`config.mk`:
```
export PLATFORM = sky130hd
export DESIGN_NAME = udsc_top
export DESIGN_NICKNAME = d
export VERILOG_FILES = /design/src/core/udsc_pkg.sv /design/src/core/udsc_top.sv
export SDC_FILE = /design/constraint.sdc
export NUM_CORES = 1
export LEC_CHECK = 0
export ABC_AREA = 0
export BUFFER_PORTS_ARGS = -buffer_cell sky130_fd_sc_hd__clkbuf_2
export CAP_MARGIN = 10
export CORE_MARGIN = 5
export CORE_UTILIZATION = 51
export DETAILED_ROUTE_END_ITERATION = 8
export PLACE_DENSITY = 0.72
export SLEW_MARGIN = 20
export SYNTH_ARGS = -nofsm -noshare
export SYNTH_HDL_FRONTEND = slang
export SYNTH_SLANG_ARGS = --single-unit
```
`constraint.sdc`:
```
create_clock -name ref_clk_i -period 1.7 [get_ports ref_clk_i]
set_input_delay 0.255 -clock ref_clk_i [delete_from_list [all_inputs] [get_ports ref_clk_i]]
set_output_delay 0.255 -clock ref_clk_i [all_outputs]
set_load 0.05 [all_outputs]
```
`src/core/udsc_pkg.sv`:
```
package udsc_pkg;

   // bus widths and endpoint count
   localparam int unsigned ADDR_W  = 8;
   localparam int unsigned DATA_W  = 32;
   localparam int unsigned NUM_EP  = 6;
   localparam int unsigned FRAME_W = 11;
   localparam int unsigned FADDR_W = 7;
   localparam int unsigned KIND_W  = 3;
   localparam int unsigned BYTE_W  = 8;

   // register byte offsets
   localparam logic [7:0] OFS_FRAME    = 8'h00;
   localparam logic [7:0] OFS_GLOBAL   = 8'h04;
   localparam logic [7:0] OFS_FADDR    = 8'h08;
   localparam logic [7:0] OFS_IRQ_EN   = 8'h10;
   localparam logic [7:0] OFS_IRQ_DIS  = 8'h14;
   localparam logic [7:0] OFS_IRQ_MASK = 8'h18;
   localparam logic [7:0] OFS_IRQ_STAT = 8'h1C;
   localparam logic [7:0] OFS_IRQ_CLR  = 8'h20;
   localparam logic [7:0] OFS_EP_RST   = 8'h28;
   localparam logic [7:0] OFS_EP_CSR   = 8'h30;
   localparam logic [7:0] OFS_EP_FIFO  = 8'h50;
   localparam logic [7:0] OFS_XCVR     = 8'h74;
   localparam logic [7:0] EP_STRIDE    = 8'h04;

   // field positions
   localparam int unsigned BIT_ADDR_EN  = 0;
   localparam int unsigned BIT_CONFIG   = 1;
   localparam int unsigned BIT_FUNC_ON  = 8;
   localparam int unsigned BIT_XCVR_OFF = 8;
   localparam int unsigned BIT_PULLUP   = 9;
   localparam int unsigned BIT_FRM_ERR  = 16;
   localparam int unsigned BIT_FRM_OK   = 17;
   localparam int unsigned CSR_EP_EN    = 15;
   localparam int unsigned CSR_KIND_LO  = 8;
   localparam int unsigned IRQ_SUSPEND  = 8;
   localparam int unsigned IRQ_RESUME   = 9;
   localparam int unsigned IRQ_EXT_RSM  = 10;
   localparam int unsigned IRQ_SOF      = 11;
   localparam int unsigned IRQ_END_RST  = 12;
   localparam int unsigned IRQ_WAKEUP   = 13;

   // reset values and bit groups
   localparam logic [31:0] RST_ZERO    = 32'h0000_0000;
   localparam logic [31:0] RST_FADDR   = 32'h0000_0100;
   localparam logic [31:0] RST_MASK    = 32'h0000_1200;
   localparam logic [31:0] RST_XCVR    = 32'h0000_0100;
   localparam logic [31:0] IRQ_VALID   = 32'h0000_3F3F;
   localparam logic [31:0] IRQ_STICKY  = 32'h0000_3F00;

   // device states
   typedef enum logic [2:0] {
      ST_ATTACHED   = 3'h0,
      ST_POWERED    = 3'h1,
      ST_DEFAULT    = 3'h2,
      ST_ADDRESS    = 3'h3,
      ST_CONFIGURED = 3'h4
   } udsc_state_t;

   // bus conditions reported by the serial engine
   typedef struct packed {
      logic               end_of_reset;
      logic               suspend;
      logic               ext_resume;
      logic               sof;
      logic               frame_err;
      logic [FRAME_W-1:0] frame_num;
   } udsc_bus_evt_t;

endpackage : udsc_pkg

```
`src/core/udsc_top.sv`:
```
// Function
// - state moves only on bus events or software
// - end of bus reset sets unmaskable flag, interrupts
// - end of reset restores mask and clears endpoint control registers
// - suspend sets flag, interrupt only when masked in
// - suspend flag cleared by clear write, not read
// - resume detected asynchronously with clocks stopped
// - resume sets wakeup flag, interrupt when masked in
// - pullup bit connects the dp pullup
// - transceiver off bit disables the transceiver
// - dp pullup stays connected during suspend
// - endpoint control registers at 0x030 plus four
// - endpoint fifo registers at 0x050 plus four
// - enable write of one sets mask bit
// - disable write of one clears mask bit
`timescale 1ns/100ps
`default_nettype none
module udsc_top (
   input  wire logic                                     ref_clk_i,
   input  wire logic                                     reset_i,
   input  wire logic [udsc_pkg::ADDR_W-1:0]              reg_addr_i,
   input  wire logic [udsc_pkg::DATA_W-1:0]              reg_wdata_i,
   input  wire logic                                     reg_wr_i,
   input  wire logic                                     reg_rd_i,
   output logic      [udsc_pkg::DATA_W-1:0]              reg_rdata_o,
   input  wire udsc_pkg::udsc_bus_evt_t                  bus_evt_i,
   input  wire logic                                     bus_resume_i,
   input  wire logic [udsc_pkg::NUM_EP-1:0]              ep_event_i,
   input  wire logic [udsc_pkg::BYTE_W-1:0]              ep_fifo_rdata_i,
   output logic      [udsc_pkg::NUM_EP-1:0]              ep_fifo_rd_o,
   output logic      [udsc_pkg::NUM_EP-1:0]              ep_fifo_wr_o,
   output logic      [udsc_pkg::BYTE_W-1:0]              ep_fifo_wdata_o,
   output logic      [udsc_pkg::NUM_EP-1:0]              ep_enable_o,
   output logic      [udsc_pkg::NUM_EP-1:0]              ep_reset_o,
   output logic      [udsc_pkg::NUM_EP*udsc_pkg::KIND_W-1:0] ep_kind_o,
   output logic                                          irq_o,
   output logic                                          pullup_dp_o,
   output logic                                          xcvr_off_o,
   output logic                                          func_on_o,
   output logic      [udsc_pkg::FADDR_W-1:0]             func_addr_o,
   output udsc_pkg::udsc_state_t                         dev_state_o,
   output logic                                          suspended_o
);
   import udsc_pkg::*;

   ////////////////////////////////////////////////////////////////////////////
   // declarations

   logic [DATA_W-1:0]  mask_r;                 // interrupt mask
   logic [DATA_W-1:0]  mask_nxt;
   logic [DATA_W-1:0]  status_r;               // sticky interrupt flags
   logic [DATA_W-1:0]  status_nxt;
   logic [DATA_W-1:0]  stat_set;               // flags raised this cycle
   logic [DATA_W-1:0]  stat_view;              // sticky plus live endpoint bits
   logic [DATA_W-1:0]  csr_r [NUM_EP];         // endpoint control and status
   logic [NUM_EP-1:0]  ep_rst_r;               // endpoint reset register
   logic [FRAME_W-1:0] frame_num_r;            // last frame number
   logic               frame_ok_r;             // last frame clean
   logic               frame_err_r;            // last frame corrupt
   logic               addr_en_r;              // address state enable
   logic               config_r;               // configured
   logic [FADDR_W-1:0] faddr_r;                // function address
   logic               func_on_r;              // function enable
   logic               xcvr_off_r;             // transceiver off
   logic               pullup_r;               // dp pullup connect
   logic               suspended_r;            // bus suspended
   udsc_state_t        state_r;                // device state
   udsc_state_t        state_nxt;
   logic [DATA_W-1:0]  rdata_r;                // registered read data
   logic [DATA_W-1:0]  rd_mux;                 // selected read value
   logic [DATA_W-1:0]  frame_view;             // frame number word
   logic [DATA_W-1:0]  glb_view;               // global state word
   logic [DATA_W-1:0]  faddr_view;             // function address word
   logic [DATA_W-1:0]  xcvr_view;              // transceiver word
   logic [DATA_W-1:0]  csr_view;               // selected endpoint word
   logic [NUM_EP-1:0]  fifo_wr_r;              // fifo write strobes
   logic [BYTE_W-1:0]  fifo_wdata_r;           // fifo write byte
   logic               rsm_latch_r;            // async resume catch
   logic               rsm_meta_r;             // first sync stage
   logic               rsm_sync_r;             // second sync stage
   logic               rsm_prev_r;             // edge reference
   logic               resume_evt;             // one cycle resume pulse
   logic               end_rst;                // end of bus reset pulse

   // address decode
   wire                sel_frame  = (reg_addr_i == OFS_FRAME);
   wire                sel_glb    = (reg_addr_i == OFS_GLOBAL);
   wire                sel_faddr  = (reg_addr_i == OFS_FADDR);
   wire                sel_en     = (reg_addr_i == OFS_IRQ_EN);
   wire                sel_dis    = (reg_addr_i == OFS_IRQ_DIS);
   wire                sel_mask   = (reg_addr_i == OFS_IRQ_MASK);
   wire                sel_stat   = (reg_addr_i == OFS_IRQ_STAT);
   wire                sel_clr    = (reg_addr_i == OFS_IRQ_CLR);
   wire                sel_eprst  = (reg_addr_i == OFS_EP_RST);
   wire                sel_xcvr   = (reg_addr_i == OFS_XCVR);
   wire [NUM_EP-1:0]   sel_csr;                // one hot endpoint control
   wire [NUM_EP-1:0]   sel_fifo;               // one hot endpoint fifo

   // write qualifiers
   wire [DATA_W-1:0]   wr_en_bits  = (reg_wr_i && sel_en)  ? reg_wdata_i : RST_ZERO;
   wire [DATA_W-1:0]   wr_dis_bits = (reg_wr_i && sel_dis) ? reg_wdata_i : RST_ZERO;
   wire [DATA_W-1:0]   wr_clr_bits = (reg_wr_i && sel_clr) ? reg_wdata_i : RST_ZERO;

   ////////////////////////////////////////////////////////////////////////////
   // decode helpers

   // match an endpoint slot above a base
   function automatic logic ep_hit(input logic [7:0] a, input logic [7:0] base,
                                   input int unsigned e);
      ep_hit = (a == 8'(base + EP_STRIDE * e));
   endfunction : ep_hit

   // per endpoint decode and outputs
   for (genvar e = 0; e < NUM_EP; e++) begin : g_ep
      assign sel_csr[e]  = ep_hit(reg_addr_i, OFS_EP_CSR, e);
      assign sel_fifo[e] = ep_hit(reg_addr_i, OFS_EP_FIFO, e);
      assign ep_enable_o[e] = csr_r[e][CSR_EP_EN];
      assign ep_kind_o[e*KIND_W +: KIND_W] = csr_r[e][CSR_KIND_LO +: KIND_W];
   end

   ////////////////////////////////////////////////////////////////////////////
   // asynchronous resume capture

   // set by the bus itself, so it works with the clock stopped
   always_ff @(posedge ref_clk_i or posedge bus_resume_i) begin
      if (bus_resume_i) begin
         rsm_latch_r <= 1'b1;
      end else if (reset_i || rsm_sync_r) begin
         rsm_latch_r <= 1'b0;                  // released once seen in-domain
      end
   end

   // two stage synchroniser plus edge reference
   always_ff @(posedge ref_clk_i) begin
      if (reset_i) begin
         rsm_meta_r <= 1'b0;
         rsm_sync_r <= 1'b0;
         rsm_prev_r <= 1'b0;
      end else begin
         rsm_meta_r <= rsm_latch_r;
         rsm_sync_r <= rsm_meta_r;
         rsm_prev_r <= rsm_sync_r;
      end
   end

   assign resume_evt = rsm_sync_r && !rsm_prev_r;
   assign end_rst    = bus_evt_i.end_of_reset;

   ////////////////////////////////////////////////////////////////////////////
   // interrupt flags and mask

   // events raising sticky flags
   always_comb begin
      stat_set              = RST_ZERO;
      stat_set[IRQ_SUSPEND] = bus_evt_i.suspend;
      stat_set[IRQ_RESUME]  = resume_evt;
      stat_set[IRQ_EXT_RSM] = bus_evt_i.ext_resume;
      stat_set[IRQ_SOF]     = bus_evt_i.sof;
      stat_set[IRQ_END_RST] = end_rst;
      stat_set[IRQ_WAKEUP]  = resume_evt;
   end

   // set wins over a clear in the same cycle; reads never clear
   assign status_nxt = ((status_r & ~(wr_clr_bits & IRQ_STICKY)) | stat_set)
                       & IRQ_STICKY;

   // enable sets, disable clears, end of reset restores
   assign mask_nxt = end_rst ? RST_MASK
                   : ((mask_r | wr_en_bits) & ~wr_dis_bits) & IRQ_VALID;

   // endpoint bits are live levels from the endpoints
   assign stat_view = status_r | {{(DATA_W-NUM_EP){1'b0}}, ep_event_i};

   // end of reset ignores the mask
   assign irq_o = (|(stat_view & mask_r)) || stat_view[IRQ_END_RST];

   // flag and mask storage
   always_ff @(posedge ref_clk_i) begin
      if (reset_i) begin
         status_r <= RST_ZERO;
         mask_r   <= RST_MASK;
      end else begin
         status_r <= status_nxt;
         mask_r   <= mask_nxt;
      end
   end

   ////////////////////////////////////////////////////////////////////////////
   // endpoint registers

   // control words, cleared by every end of reset
   always_ff @(posedge ref_clk_i) begin
      for (int e = 0; e < NUM_EP; e++) begin
         if (reset_i || end_rst) begin
            csr_r[e] <= RST_ZERO;
         end else if (reg_wr_i && sel_csr[e]) begin
            csr_r[e] <= reg_wdata_i;
         end
      end
   end

   // endpoint reset bits and fifo write strobes
   always_ff @(posedge ref_clk_i) begin
      if (reset_i) begin
         ep_rst_r     <= '0;
         fifo_wr_r    <= '0;
         fifo_wdata_r <= '0;
      end else begin
         if (reg_wr_i && sel_eprst) begin
            ep_rst_r <= reg_wdata_i[NUM_EP-1:0];
         end
         fifo_wr_r <= sel_fifo & {NUM_EP{reg_wr_i}};
         if (reg_wr_i && (|sel_fifo)) begin
            fifo_wdata_r <= reg_wdata_i[BYTE_W-1:0];
         end
      end
   end

   assign ep_reset_o      = ep_rst_r;
   assign ep_fifo_wr_o    = fifo_wr_r;
   assign ep_fifo_wdata_o = fifo_wdata_r;
   assign ep_fifo_rd_o    = sel_fifo & {NUM_EP{reg_rd_i}};   // head byte taken now

   ////////////////////////////////////////////////////////////////////////////
   // global state, address, transceiver, frame

   // software state bits; end of reset returns to default
   always_ff @(posedge ref_clk_i) begin
      if (reset_i || end_rst) begin
         addr_en_r <= 1'b0;
         config_r  <= 1'b0;
         faddr_r   <= RST_FADDR[FADDR_W-1:0];
         func_on_r <= RST_FADDR[BIT_FUNC_ON];
      end else begin
         if (reg_wr_i && sel_glb) begin
            // writing zero to address enable has no effect
            addr_en_r <= addr_en_r || reg_wdata_i[BIT_ADDR_EN];
            config_r  <= reg_wdata_i[BIT_CONFIG] && (addr_en_r || reg_wdata_i[BIT_ADDR_EN]);
         end
         if (reg_wr_i && sel_faddr) begin
            faddr_r   <= reg_wdata_i[FADDR_W-1:0];
            func_on_r <= reg_wdata_i[BIT_FUNC_ON];
         end
      end
   end

   // transceiver control; bus reset leaves it alone
   always_ff @(posedge ref_clk_i) begin
      if (reset_i) begin
         xcvr_off_r <= RST_XCVR[BIT_XCVR_OFF];
         pullup_r   <= RST_XCVR[BIT_PULLUP];
      end else if (reg_wr_i && sel_xcvr) begin
         xcvr_off_r <= reg_wdata_i[BIT_XCVR_OFF];
         pullup_r   <= reg_wdata_i[BIT_PULLUP];
      end
   end

   // pullup follows only its bit, suspend never drops it
   assign pullup_dp_o = pullup_r;
   assign xcvr_off_o  = xcvr_off_r;
   assign func_on_o   = func_on_r;
   assign func_addr_o = faddr_r;

   // frame number captured at each start of frame
   always_ff @(posedge ref_clk_i) begin
      if (reset_i) begin
         frame_num_r <= '0;
         frame_ok_r  <= 1'b0;
         frame_err_r <= 1'b0;
      end else if (bus_evt_i.sof) begin
         frame_num_r <= bus_evt_i.frame_num;
         frame_ok_r  <= !bus_evt_i.frame_err;
         frame_err_r <= bus_evt_i.frame_err;
      end
   end

   ////////////////////////////////////////////////////////////////////////////
   // device state machine

   // moves only on bus conditions or software state bits
   always_comb begin
      state_nxt = state_r;
      if (!pullup_r) begin
         state_nxt = ST_ATTACHED;
      end else if (end_rst) begin
         state_nxt = ST_DEFAULT;
      end else begin
         case (state_r)
            ST_ATTACHED:   state_nxt = ST_POWERED;
            ST_POWERED:    state_nxt = ST_POWERED;
            ST_DEFAULT:    if (addr_en_r) state_nxt = ST_ADDRESS;
            ST_ADDRESS:    if (config_r) state_nxt = ST_CONFIGURED;
            ST_CONFIGURED: if (!config_r) state_nxt = ST_ADDRESS;
            default:       state_nxt = ST_ATTACHED;
         endcase
      end
   end

   // state and suspend storage
   always_ff @(posedge ref_clk_i) begin
      if (reset_i) begin
         state_r     <= ST_ATTACHED;
         suspended_r <= 1'b0;
      end else begin
         state_r <= state_nxt;
         if (end_rst || resume_evt) begin
            suspended_r <= 1'b0;
         end else if (bus_evt_i.suspend) begin
            suspended_r <= 1'b1;
         end
      end
   end

   assign dev_state_o = state_r;
   assign suspended_o = suspended_r;

   ////////////////////////////////////////////////////////////////////////////
   // read path

   // assemble register words
   always_comb begin
      frame_view                 = RST_ZERO;
      frame_view[FRAME_W-1:0]    = frame_num_r;
      frame_view[BIT_FRM_ERR]    = frame_err_r;
      frame_view[BIT_FRM_OK]     = frame_ok_r;
      glb_view                   = RST_ZERO;
      glb_view[BIT_ADDR_EN]      = addr_en_r;
      glb_view[BIT_CONFIG]       = config_r;
      faddr_view                 = RST_ZERO;
      faddr_view[FADDR_W-1:0]    = faddr_r;
      faddr_view[BIT_FUNC_ON]    = func_on_r;
      xcvr_view                  = RST_ZERO;
      xcvr_view[BIT_XCVR_OFF]    = xcvr_off_r;
      xcvr_view[BIT_PULLUP]      = pullup_r;
      csr_view                   = RST_ZERO;
      for (int e = 0; e < NUM_EP; e++) begin
         if (sel_csr[e]) begin
            csr_view = csr_r[e];
         end
      end
   end

   // write only and unmapped words read zero
   assign rd_mux = sel_frame  ? frame_view
                 : sel_glb    ? glb_view
                 : sel_faddr  ? faddr_view
                 : sel_mask   ? mask_r
                 : sel_stat   ? stat_view
                 : sel_eprst  ? {{(DATA_W-NUM_EP){1'b0}}, ep_rst_r}
                 : sel_xcvr   ? xcvr_view
                 : (|sel_csr) ? csr_view
                 : (|sel_fifo) ? {{(DATA_W-BYTE_W){1'b0}}, ep_fifo_rdata_i}
                 : RST_ZERO;

   // data valid only in the cycle after the strobe
   always_ff @(posedge ref_clk_i) begin
      if (reset_i) begin
         rdata_r <= RST_ZERO;
      end else begin
         rdata_r <= reg_rd_i ? rd_mux : RST_ZERO;
      end
   end

   assign reg_rdata_o = rdata_r;
endmodule : udsc_top
`default_nettype wire

```
# After elaboration in Yosys (flattened, before gate mapping)
# Memory sizes are Yosys's and may differ from the RTL's.
# Index checks and enable logic that the tools add are counted.
dict set report totals {
  mem_bits_rw 192
  out_inout_bits 97
  register_bits 103
  input_bits 75
  mem_count 1
}
dict set report classes {
  n_eq_ne 31
  muxes 49
  bitwise 18
  reduce_logical 37
}
# memory depth width read_ports rd_clocked_by_memory_dff write_ports line_no
set memory_table {}
lappend memory_table {csr_r 6 32 6 0 6 udsc_top.sv:55} ;# logic [DATA_W-1:0] csr_r [NUM_EP];
# cell n
set ops {}
lappend ops {{32-bit two-way mux} 17}
lappend ops {{8-bit by 7-bit == test with 1-bit output (second input constant)} 9}
lappend ops {{18-bit two-way mux} 3}
lappend ops {{8-bit by 6-bit == test with 1-bit output (second input constant)} 6}
lappend ops {{14-bit bitwise AND} 3}
lappend ops {{14-bit two-way mux} 3}
lappend ops {{8-bit by 5-bit == test with 1-bit output (second input constant)} 4}
lappend ops {{32-bit OR reduction} 1}
lappend ops {{14-bit NOT} 2}
lappend ops {{14-bit OR} 2}
lappend ops {{1-bit two-way mux} 20}
lappend ops {{1-bit logical AND} 16}
lappend ops {{14-bit by 6-bit OR with 14-bit output} 1}
lappend ops {{6-bit bitwise AND} 2}
lappend ops {{3-bit one-hot mux with 4 select lines} 1}
lappend ops {{6-bit OR reduction} 2}
lappend ops {{2-bit OR reduction} 5}
lappend ops {{3-bit two-way mux} 3}
lappend ops {{3-bit != test (second input constant)} 3}
lappend ops {{8-bit by 3-bit == test with 1-bit output (second input constant)} 1}
lappend ops {{8-bit by 4-bit == test with 1-bit output (second input constant)} 1}
lappend ops {{8-bit zero test} 1}
lappend ops {{8-bit two-way mux} 1}
lappend ops {{3-bit by 2-bit == test with 1-bit output (second input constant)} 2}
lappend ops {{other kinds (12)} 26}

# Longest topological paths before layout
# Gate-level depths: netlist of the first run.
dict set report logic_depth {
  depth_word 15
  depth_mapped 8
  depth_no_buf 6
}

# Worst setup path after synthesis of the first run
# No wires, ideal clock.
dict set report synth_timing {
  path_type {input to register}
  from {in reg_addr_i[1] in the netlist's numbering}
  to {mem csr_r[0][0], enable pin}
  arrival_ps 3264
  slack_ps -2029
  path_buffers 1
  stages 5
  cell_sequence {or2_2 -> buf_2 -> nor3_2 -> nand2_1 -> o21ai_0}
}
# element line_no
set synth_rtl {}
lappend synth_rtl {{from (decl)} udsc_top.sv:21} ;# input wire logic [udsc_pkg::ADDR_W-1:0] reg_addr_i,
lappend synth_rtl {{to (decl)} udsc_top.sv:55}

# Final worst setup path of the first run
dict set report layout_timing {
  from {reg mask_r[11]}
  to {out irq_o}
}
dict set report layout_between {
  elab_chain_len 3
}
# element line_no
set layout_lines {}
lappend layout_lines {{from (decl)} udsc_top.sv:49} ;# logic [DATA_W-1:0] mask_r;
lappend layout_lines {{from (signal assigned)} udsc_top.sv:184} ;# mask_r <= mask_nxt;
lappend layout_lines {{14-bit bitwise AND} udsc_top.sv:175} ;# assign irq_o = (|(stat_view & mask_r)) || stat_view[IRQ_END_RST];
lappend layout_lines {{32-bit OR reduction} udsc_top.sv:175}
lappend layout_lines {{1-bit logical OR} udsc_top.sv:175}
lappend layout_lines {{to (decl)} udsc_top.sv:36} ;# output logic irq_o,
# No other way between the ends.

==> results of run 1 <==
worst max-delay path, stage by stage (launching register included):
cell                      delay (ns)
sky130_fd_sc_hd__dfxtp_2        0.33
sky130_fd_sc_hd__a22oi_2        0.22
sky130_fd_sc_hd__and4_1         0.23
sky130_fd_sc_hd__nand3_2        0.10
sky130_fd_sc_hd__buf_8          0.17
cell families (layout without fill, tap and decap cells):
family / after synthesis / in the layout / share of synthesized area
AOI/OAI and AO/OA: 248 / 248 / 0.125
and+or+nand+nor: 447 / 447 / 0.187
DFF: 295 / 295 / 0.597
muxes: 61 / 61 / 0.0476
buffers and inverters: 115 / 430 / 0.0440
final cells by class:
| type | count | share of cell area |
|---|---|---|
| multi-input combinational | 756 | 0.291 |
| inverter | 11 | 0.00262 |
| tap | 330 | 0.0240 |
| timing repair buffer | 363 | 0.163 |
| clock buffer | 37 | 0.0489 |
| clock inverter | 19 | 0.0147 |
| sequential | 295 | 0.456 |
worst max path at each step:
| stage | end | depth (start not counted) |
|---|---|---|
| after floorplan | csr_r[4][0]$_SDFFCE_PN0P_ | 5 |
| after global placement | reg_rdata_o[17]$_SDFF_PP0_ | 8 |
| after detailed placement | reg_rdata_o[17]$_SDFF_PP0_ | 7 |
| after CTS | irq_o | 4 |
| after global routing | irq_o | 4 |
| final | irq_o | 4 |
sequential cells by signal, summed over array words and instances (netlist names), 3 cells and up:
name and cells:
csr_r 192, reg_rdata_o 32, mask_r 12, frame_num_r 11, ep_fifo_wdata_o 8, func_addr_o 7, ep_fifo_wr_o 6, ep_reset_o 6
status_r 6, dev_state_o 3
cell usage in the layout (no fill, tap or decap), drive strengths merged, types with 5 or more instances in the layout:
master	n
a32oi	6
a211oi	12
o22ai	8
dfxtp	102
dlygate4sd3	19
edfxtp	192
clkbuf	200
a31oi	8
nand3	20
a222oi	16
nor2b	15
clkinv	10
o21ai	49
mux2i	49
nand2b	12
and2	195
a221oi	11
a22o	12
buf	181
a21oi	73
nor2	82
or3	8
nor3	22
mux2	12
o221ai	5
a21o	7
or2	5
inv	12
a22oi	16
bufinv	6
nand2	70
per-stage QoR:
stage	util	hold WS [ns]	std cells	setup TNS (ns)	power [mW]
finish	0.680	0.0343	1811	-0.166	16.5
global route	0.680	0.0446	1811	-0.209	17.0
CTS	0.678	0.0216	1809	-0.164	16.5
detailed placement	0.624	0.247	1733	-89.48	9.34
global placement	0.624	0.238	1733	-80.82	9.32
floorplan	-	0.145	1166	-27.32	8.74
metal layers:
layer / routed length (microns) / GRT usage / vias up
li1: - / - / 4778
met1: 16700 / 0.389 / 5118
met2: 19400 / 0.451 / 569
met3: 3930 / 0.0504 / 75
met4: 918 / 0.0649 / 0
met5: 0 / 0 / -
where the power goes:
part           leakage, nW  switching (mW)  internal (mW)
sequential            2.93           0.111           7.88
combinational         3.62           0.799          0.490
clock                0.540            2.82           4.42
timing repair:
| item | 4_1_cts | 5_1_grt |
|---|---|---|
| gates resized for setup | 21 | 12 |
| setup buffers | 2 | 2 |
| endpoints found under the setup margin | 7 | 5 |
| pin swaps | 4 | 2 |
| hold endpoints to repair | 20 | 0 |
| hold buffers | 19 | 0 |
==> results.yml, run 1 <==
global_route:
  antenna_found_initial: 0
  grt_pass1_vias: 10600
  grt_start_max_net_pins: 33
  grt.overflow.total: 0
  grt_first_pass_wirelength_mm: 62.0
  grt_use_total: 0.277
yosys:
  asyncSetResetFlopFracSynth: 0.00339
  cell_area_after_synthesis_sq_um: 13100
  yosysWarnings: 0
  synth_largest_area_cell: "sky130_fd_sc_hd__edfxtp_1"
  number_of_standard_cells_after_synthesis: 1166
  post_synthesis_area_per_instance_sq_um: 11.3
  most_frequent_cell_after_synthesis: "sky130_fd_sc_hd__and2_1"
  post_synth_most_frequent_cells: "sky130_fd_sc_hd__and2_1 (195), sky130_fd_sc_hd__edfxtp_1 (192), sky130_fd_sc_hd__dfxtp_1 (102)"
  post_synthesis_sequential_area_ratio: 0.597
  synth_edf_count: 192
  post-synth-top-area-fraction: 0.439
  yosys_register_bits: 295
  synth-main-ff-cell: "sky130_fd_sc_hd__edfxtp_1"
  yosys.cell_types.count: 59
  syn_nets: 1241
  synth.area.top_cells: "sky130_fd_sc_hd__edfxtp_1 (44%), sky130_fd_sc_hd__dfxtp_1 (16%), sky130_fd_sc_hd__and2_1 (9.3%)"
run_status:
  failed_checks: "negative setup slack"
  status: "finished, violations left"
setup_path:
  cp-end-kind: "primary output"
  worst-r2r-setup-slack_ns: 0.19
  r2r.worst_path.cells: 6
  endpoint_of_the_most_critical_register_to_register_path: "reg_rdata_o[6]$_SDFF_PP0_"
  crit_fanout: 2
  crit_start: "mask_r[11]$_SDFF_PN0_"
  start_kind: "register"
  crit_type: "register to primary output"
  timing.critical_path.arrival_ns: 1.61
  cp.required_ns: 1.44
  worst_r2r_startpoint: "csr_r[1][6]$_SDFFCE_PN0P_"
routing:
  routed_wirelength_mm: 41.0
  route.detailed.wl_per_inst_microns: 22.6
  drc: 0
  first_pass_iters: 6
  antenna_left: 0
  drt_iter0_drc: 1189
  via_density: 5.82
  detailroute.via_count: 10500
final_layout:
  layout_cell_area_excl_fill_sq_um: 17200
  fin_nets: 1532
  multi_input_comb_area_sq_um: 4990
  final_layout_size_suffix_gt1_frac: 0.311
  filler_cell_count: 1911
  diodes_inserted: 0
  syn2layout_area_growth_pct: 30.8
  sequential_cell_area_sq_um: 7840
cts:
  deepest_clock_path_buffer_count: 3
  cts.htree.levels: 1
  tritoncts: "yes"
  root_buffer: "sky130_fd_sc_hd__clkbuf_16"
  cts_buffers: 30
  clock_sink_count: 295
  worst_setup_hold_path_clk_slew_ns: 0.06
  worstSkewPairLatency_ns: 0.56
timing:
  clock-skew-final_ns: 0.0166
  timing_max_transition_violations_final: 0
  final_period_minus_worst_setup_slack_ns: 1.87
  postLayoutSetupSlackWorst_ns: -0.166
  finalSetupViolCount: 1
  timing.final.hold_violations: 0
  maxClockFrequency_ghz: 0.536
  setup_repair_after_global_routing_missed_its_margin: "true"
  tightest_slew_ns: 0.573
  slew_headroom: 0.616
  fin_crit_sh: 1.10
pwr:
  vdd_ir_drop_max_mv: 1.03
  pwr_density_cell_nw_per_um2: 962
  leakagePower_nw: 7.09
placement:
  placement.cell_area_sq_um: 15800
  pre_cts_ws_ns: -0.515
  buffer_ports.inserted: 171
  hpwl_mm: 29.3
  gpl.final_weighted_congestion: 0.944
floorplan:
  design.die.area_sq_um: 29100
  coreArea_sq_um: 25300
  start_util: 0.520
  floorplan.die.height_microns: 170
  io_pins: 172
  fp.dieW_microns: 170
  placement_rows: 58
flow_run:
  max_cap_violations: 0
worst_hold_path:
  holdCritPathClass: "input port to register"
  hold-path-endpoint: "mask_r[13]$_SDFF_PN0_"
  hold_start: "reg_wdata_i[13]"
  timing.hold.worst_path_depth: 2
(Power assumes the default switching activity.)
==> run 2, diff against run 1 <==
--- a/config.mk
+++ b/config.mk
@@ -12,6 +12,7 @@
 export CORE_UTILIZATION = 51
 export DETAILED_ROUTE_END_ITERATION = 8
 export PLACE_DENSITY = 0.72
+export SETUP_SLACK_MARGIN = 0.02
 export SLEW_MARGIN = 20
 export SYNTH_ARGS = -nofsm -noshare
 export SYNTH_HDL_FRONTEND = slang
==> run 2 against run 1 <==
Routed wire length grew 0.96%; worst hold slack improved by 0.0016 ns; largest cell class unchanged; sequential power about the same; critical endpoint unchanged; worst setup slack better by 0.0092 ns; first-iteration DRC count is 1.8% higher; the run still ends with negative setup slack left; largest power group unchanged; final cell count rose by 0.33%.
==> results.yml, run 2 (synthesis results as in run 1) <==
run_status:
  status: "finished, violations left"
  failed_checks: "negative setup slack"
setup_path:
  worst-r2r-setup-slack_ns: 0.05
  cp-end-kind: "primary output"
  r2r.worst_path.cells: 6
  crit_type: "register to primary output"
  critical_path.slowest_cell: "sky130_fd_sc_hd__dfxtp_2"
  endpoint_of_the_most_critical_register_to_register_path: "reg_rdata_o[10]$_SDFF_PP0_"
  crit_fanout: 3
  start_kind: "register"
  timing.critical_path.arrival_ns: 1.60
  worst_r2r_startpoint: "csr_r[2][10]$_SDFFCE_PN0P_"
  crit_path_cell_trace: "a22oi_2 -> and4_1 -> nand3_2 -> buf_8"
  crit_path_max_incr_delay_ns: 0.34
  cp.required_ns: 1.44
placement:
  placement.cell_area_sq_um: 15700
  hpwl_mm: 29.4
  gpl.final_weighted_congestion: 0.966
  pre_cts_ws_ns: -0.627
  dp.cells: 1735
  buffer_ports.inserted: 171
timing:
  timing_max_transition_violations_final: 0
  fin_crit_sh: 1.09
  tightest_slew_ns: 0.555
  timing.final.hold_violations: 0
  postLayoutSetupSlackWorst_ns: -0.157
  maxClockFrequency_ghz: 0.539
  setup_repair_after_global_routing_missed_its_margin: "true"
  finalSetupViolCount: 1
  timing.hold.ws_ns: 0.0359
  clock-skew-final_ns: 0.00981
  slew_headroom: 0.629
  final_period_minus_worst_setup_slack_ns: 1.86
  timing.setup.tns_ns: -0.157
routing:
  first_pass_iters: 7
  detailroute.via_count: 10600
  route.detailed.wl_per_inst_microns: 22.8
  via_density: 5.82
  drt_iter0_drc: 1210
  routed_wirelength_mm: 41.4
  drc: 0
  antenna_left: 0
worst_hold_path:
  holdCritPathClass: "input port to register"
  hold_start: "reg_wdata_i[22]"
  timing.hold.worst_path_depth: 2
  hold-path-endpoint: "csr_r[4][22]$_SDFFCE_PN0P_"
pwr:
  leakagePower_nw: 7.08
  vdd_ir_drop_max_mv: 0.962
  p_total_mw: 16.0
  pwr_density_cell_nw_per_um2: 933
final_layout:
  filler_cell_count: 1882
  register_ranked_first_by_flip_flop_count: "csr_r"
  top_library_cells_by_usage_in_the_layout_fill_and_taps_aside: "sky130_fd_sc_hd__and2_1 (195), sky130_fd_sc_hd__edfxtp_1 (192), sky130_fd_sc_hd__clkbuf_2 (163)"
  fin_nets: 1537
  multi_input_comb_area_sq_um: 5060
  instances_no_fill: 1817
  syn2layout_area_growth_pct: 30.5
  finalCoreUtilization: 0.678
  sequential_cell_area_sq_um: 7840
  layout_cell_area_excl_fill_sq_um: 17100
  final_layout_size_suffix_gt1_frac: 0.316
  layout_commonest_cell: "sky130_fd_sc_hd__and2_1"
  largest_register_ffs: 192
cts:
  worst_setup_hold_path_clk_slew_ns: 0.06
  cts_buffers: 31
  cts.htree.levels: 1
  clock_sink_count: 295
  worstSkewPairLatency_ns: 0.56
  root_buffer: "sky130_fd_sc_hd__clkbuf_16"
  tritoncts: "yes"
  deepest_clock_path_buffer_count: 3
global_route:
  grt_first_pass_wirelength_mm: 61.8
  grt_pass1_vias: 10600
  grt.overflow.total: 0
  grt_use_total: 0.279
  antenna_found_initial: 0
  grt_start_max_net_pins: 34
floorplan:
  floorplan.die.height_microns: 170
  design.die.area_sq_um: 29100
  placement_rows: 58
  io_pins: 172
  coreArea_sq_um: 25300
  fp.dieW_microns: 170
  start_util: 0.520
flow_run:
  max_cap_violations: 0
[run 2: cell types whose count changed in the layout (fill, tap and decap cells not counted), sizes merged]
cell | previous run | this run
diode | 0 | 1
clkinv | 10 | 8
bufinv | 6 | 2
inv | 12 | 11
buf | 181 | 186
clkinvlp | 2 | 3
clkbuf | 200 | 207
dlygate4sd3 | 19 | 18
[run 2: how the worst max path moves through the flow]
| stage | start | endpoint | slack [ns] | depth (start not counted) |
|---|---|---|---|---|
| final | status_r[11]$_SDFF_PP0_ | irq_o | -0.16 | 4 |
| after global routing | status_r[11]$_SDFF_PP0_ | irq_o | -0.20 | 4 |
| after CTS | mask_r[11]$_SDFF_PN0_ | irq_o | -0.17 | 4 |
| after detailed placement | reg_addr_i[3] | reg_rdata_o[10]$_SDFF_PP0_ | -0.63 | 10 |
| after global placement | reg_addr_i[3] | reg_rdata_o[10]$_SDFF_PP0_ | -0.59 | 10 |
| after floorplan | reg_addr_i[1] | csr_r[4][0]$_SDFFCE_PN0P_ | -0.24 | 5 |
[run 2: where the power goes]
group | switching, mW | internal [mW] | total (mW) | leakage (nW)
Combinational | 0.815 | 0.483 | 1.30 | 3.66
Clock | 2.76 | 3.92 | 6.68 | 0.490
Sequential | 0.119 | 7.88 | 8.00 | 2.93
Total | 3.70 | 12.3 | 16.0 | 7.08
[run 2: what timing repair did]
item / in CTS / in global routing
gates cloned: 0 / 0
pin swaps: 1 / 3
endpoints found under the hold margin: 20 / 0
buffers inserted: 2 / 4
hold buffers: 18 / 0
gates resized for setup: 22 / 22
setup endpoints to repair: 8 / 74
[run 2: metal layers]
layer  vias up  GRT usage  wire, microns
met3       145     0.0453           3710
met2       579      0.454          19500
met4         0      0.139           2180
li1       4792          -              -
met1      5068      0.363          16000
met5         -          0              0
[run 2: layout make-up]
class / count / share of cell area
Sequential cell: 295 / 0.457
Multi-Input combinational cell: 756 / 0.295
Timing Repair Buffer: 367 / 0.162
Clock buffer: 44 / 0.0517
Tap cell: 330 / 0.0241
Clock inverter: 13 / 0.00730
Inverter: 11 / 0.00241
Antenna cell: 1 / 0.000146
[run 2: worst max-delay path: cells and delay by family (launching register included)]
kind / cells / cell delay, ns
flops: 1 / 0.34
simple gates: 2 / 0.32
compound gates: 1 / 0.21
buf+inv: 1 / 0.17
==> run 3, diff against run 2 <==
==> constraint.sdc (replaced) <==
create_clock -name ref_clk_i -period 2.15 [get_ports ref_clk_i]
set_input_delay 0.3225 -clock ref_clk_i [delete_from_list [all_inputs] [get_ports ref_clk_i]]
set_output_delay 0.3225 -clock ref_clk_i [all_outputs]
set_load 0.05 [all_outputs]
==> run 3 against run 2 <==
The run now ends clean; sequential share of layout area up 2.6 points; design area down 5.5%; first-iteration DRC count down 7.8%; die area unchanged; sequential power down 21%; routed wire length down 2.4%.
==> results.yml, run 3 (synthesis results as in run 1) <==
floorplan:
  coreArea_sq_um: 25300
  fp.dieW_microns: 170
  design.die.area_sq_um: 29100
  start_util: 0.520
  io_pins: 172
  placement_rows: 58
  floorplan.die.height_microns: 170
run_status:
  status: "finished clean"
routing:
  route.detailed.wl_per_inst_microns: 23.2
  antenna_left: 0
  detailroute.via_count: 10400
  via_density: 5.94
  drt_iter0_drc: 1116
  routed_wirelength_mm: 40.4
  drc: 0
  first_pass_iters: 7
global_route:
  use_met3: 0.0465
  grt_use_total: 0.273
  grt_start_max_net_pins: 40
  antenna_found_initial: 0
  grt_pass1_vias: 10200
  grt_use_met1: 0.393
  grtUsageMet2: 0.437
  grt_first_pass_wirelength_mm: 61.1
  grt.overflow.total: 0
  grt_busiest_layer: "met2"
cts:
  worstSkewPairLatency_ns: 0.56
  deepest_clock_path_buffer_count: 3
  worst_setup_hold_path_clk_slew_ns: 0.06
  cts_setup_buffers: 0
  cts_buffers: 31
  cts.htree.levels: 1
  tritoncts: "yes"
  root_buffer: "sky130_fd_sc_hd__clkbuf_16"
  clock_sink_count: 295
final_layout:
  top_library_cells_by_usage_in_the_layout_fill_and_taps_aside: "sky130_fd_sc_hd__and2_1 (195), sky130_fd_sc_hd__edfxtp_1 (192), sky130_fd_sc_hd__clkbuf_2 (164)"
  diodes_inserted: 0
  syn2layout_area_growth_pct: 23.3
  instances_no_fill: 1744
  layout_commonest_cell: "sky130_fd_sc_hd__and2_1"
  fin_nets: 1464
  largest_register_ffs: 192
  final_layout_size_suffix_gt1_frac: 0.267
  register_ranked_first_by_flip_flop_count: "csr_r"
  layout_cell_area_excl_fill_sq_um: 16200
flow_run:
  max_cap_violations: 0
pwr:
  pwr_density_cell_nw_per_um2: 769
  leakagePower_nw: 6.59
  vdd_ir_drop_max_mv: 0.671
  p_total_mw: 12.5
setup_path:
  critical_path.slowest_cell: "sky130_fd_sc_hd__dfxtp_1"
  crit_type: "register to primary output"
  crit_path_max_incr_delay_ns: 0.34
  crit_fanout: 3
  timing.critical_path.arrival_ns: 1.75
  crit_path_cell_trace: "a22oi_2 -> and4_1 -> nand3_1 -> clkbuf_4"
  cp.required_ns: 1.83
  cp-end-kind: "primary output"
  start_kind: "register"
timing:
  timing.final.hold_violations: 0
  final_period_minus_worst_setup_slack_ns: 2.08
  timing.setup.tns_ns: 0
  finalSetupViolCount: 0
  fin_crit_sh: 0.966
  setup_repair_after_global_routing_missed_its_margin: "false"
  maxClockFrequency_ghz: 0.481
  slew_headroom: 0.436
  clock-skew-final_ns: 0.00883
  tightest_slew_ns: 0.842
  timing_max_transition_violations_final: 0
placement:
  hpwl_mm: 28.5
  placement.cell_area_sq_um: 15100
  gpl.final_weighted_congestion: 0.928
  buffer_ports.inserted: 171
  dp.cells: 1679
worst_hold_path:
  holdCritPathClass: "input port to register"
[run 3: final cells by class]
type	instances	area, sq um
clock buffers	43	851
clock inverters	15	143
fillers	1997	9060
inverters	11	41.3
multi-input cells	756	4820
flip-flops and latches	295	7830
well taps	330	413
repair buffers	294	2090
[run 3: repair_timing]
item | CTS | global route
setup endpoints to repair | 1 | 3
gates resized for setup | 2 | 2
hold buffers | 7 | 0
hold endpoints to repair | 7 | 0
[run 3: worst paths after layout]
kind	from	to	slack, ns	depth (start not counted)
setup / recovery	status_r[11]$_SDFF_PP0_	irq_o	0.07	4
setup reg to reg	csr_r[1][6]$_SDFFCE_PN0P_	reg_rdata_o[6]$_SDFF_PP0_	0.62	6
hold / removal	bus_evt_i[8]	frame_num_r[8]$_SDFFE_PP0P_	0.01	3
hold reg to reg	rsm_sync_r$_SDFF_PP0_	rsm_latch_r$_DFFE_PP1P_	0.38	1
min in group asynchronous	bus_resume_i	rsm_latch_r$_DFFE_PP1P_	0.30	3
max in group asynchronous	bus_resume_i	rsm_latch_r$_DFFE_PP1P_	1.83	3
[run 3: routing by layer]
metal  part of all wire  up-vias  wire length [microns]
met5                  0        -                      0
li1                   -     4647                      -
met4              0.022        0                    897
met3              0.098       73                   3970
met1               0.41     5036                  16600
met2               0.47      612                  18900
[run 3: through the flow]
stage,worst slack (ns),hold slack (ns),utilization
2_1_floorplan,-0.216,0.212,-
3_3_place_gp,-0.230,0.303,0.599
3_5_place_dp,-0.274,0.308,0.599
4_1_cts,0.0930,0.000860,0.641
5_1_grt,0.0550,0.0130,0.641
6_report,0.0731,0.0140,0.641
[run 3: worst max-delay path, delay by kind of cell, from the launching register on]
kind | cells | cell delay, ns
and+or+nand+nor | 2 | 0.34
DFF | 1 | 0.34
AOI/OAI and AO/OA | 1 | 0.28
buffers and inverters | 1 | 0.24
[run 3: power breakdown]
group | leakage, nW | total (mW) | switching [mW] | internal [mW]
registers | 2.93 | 6.31 | 0.0845 | 6.23
clock network | 0.484 | 5.24 | 2.23 | 3.01
logic | 3.18 | 0.902 | 0.602 | 0.300
total | 6.59 | 12.5 | 2.91 | 9.54
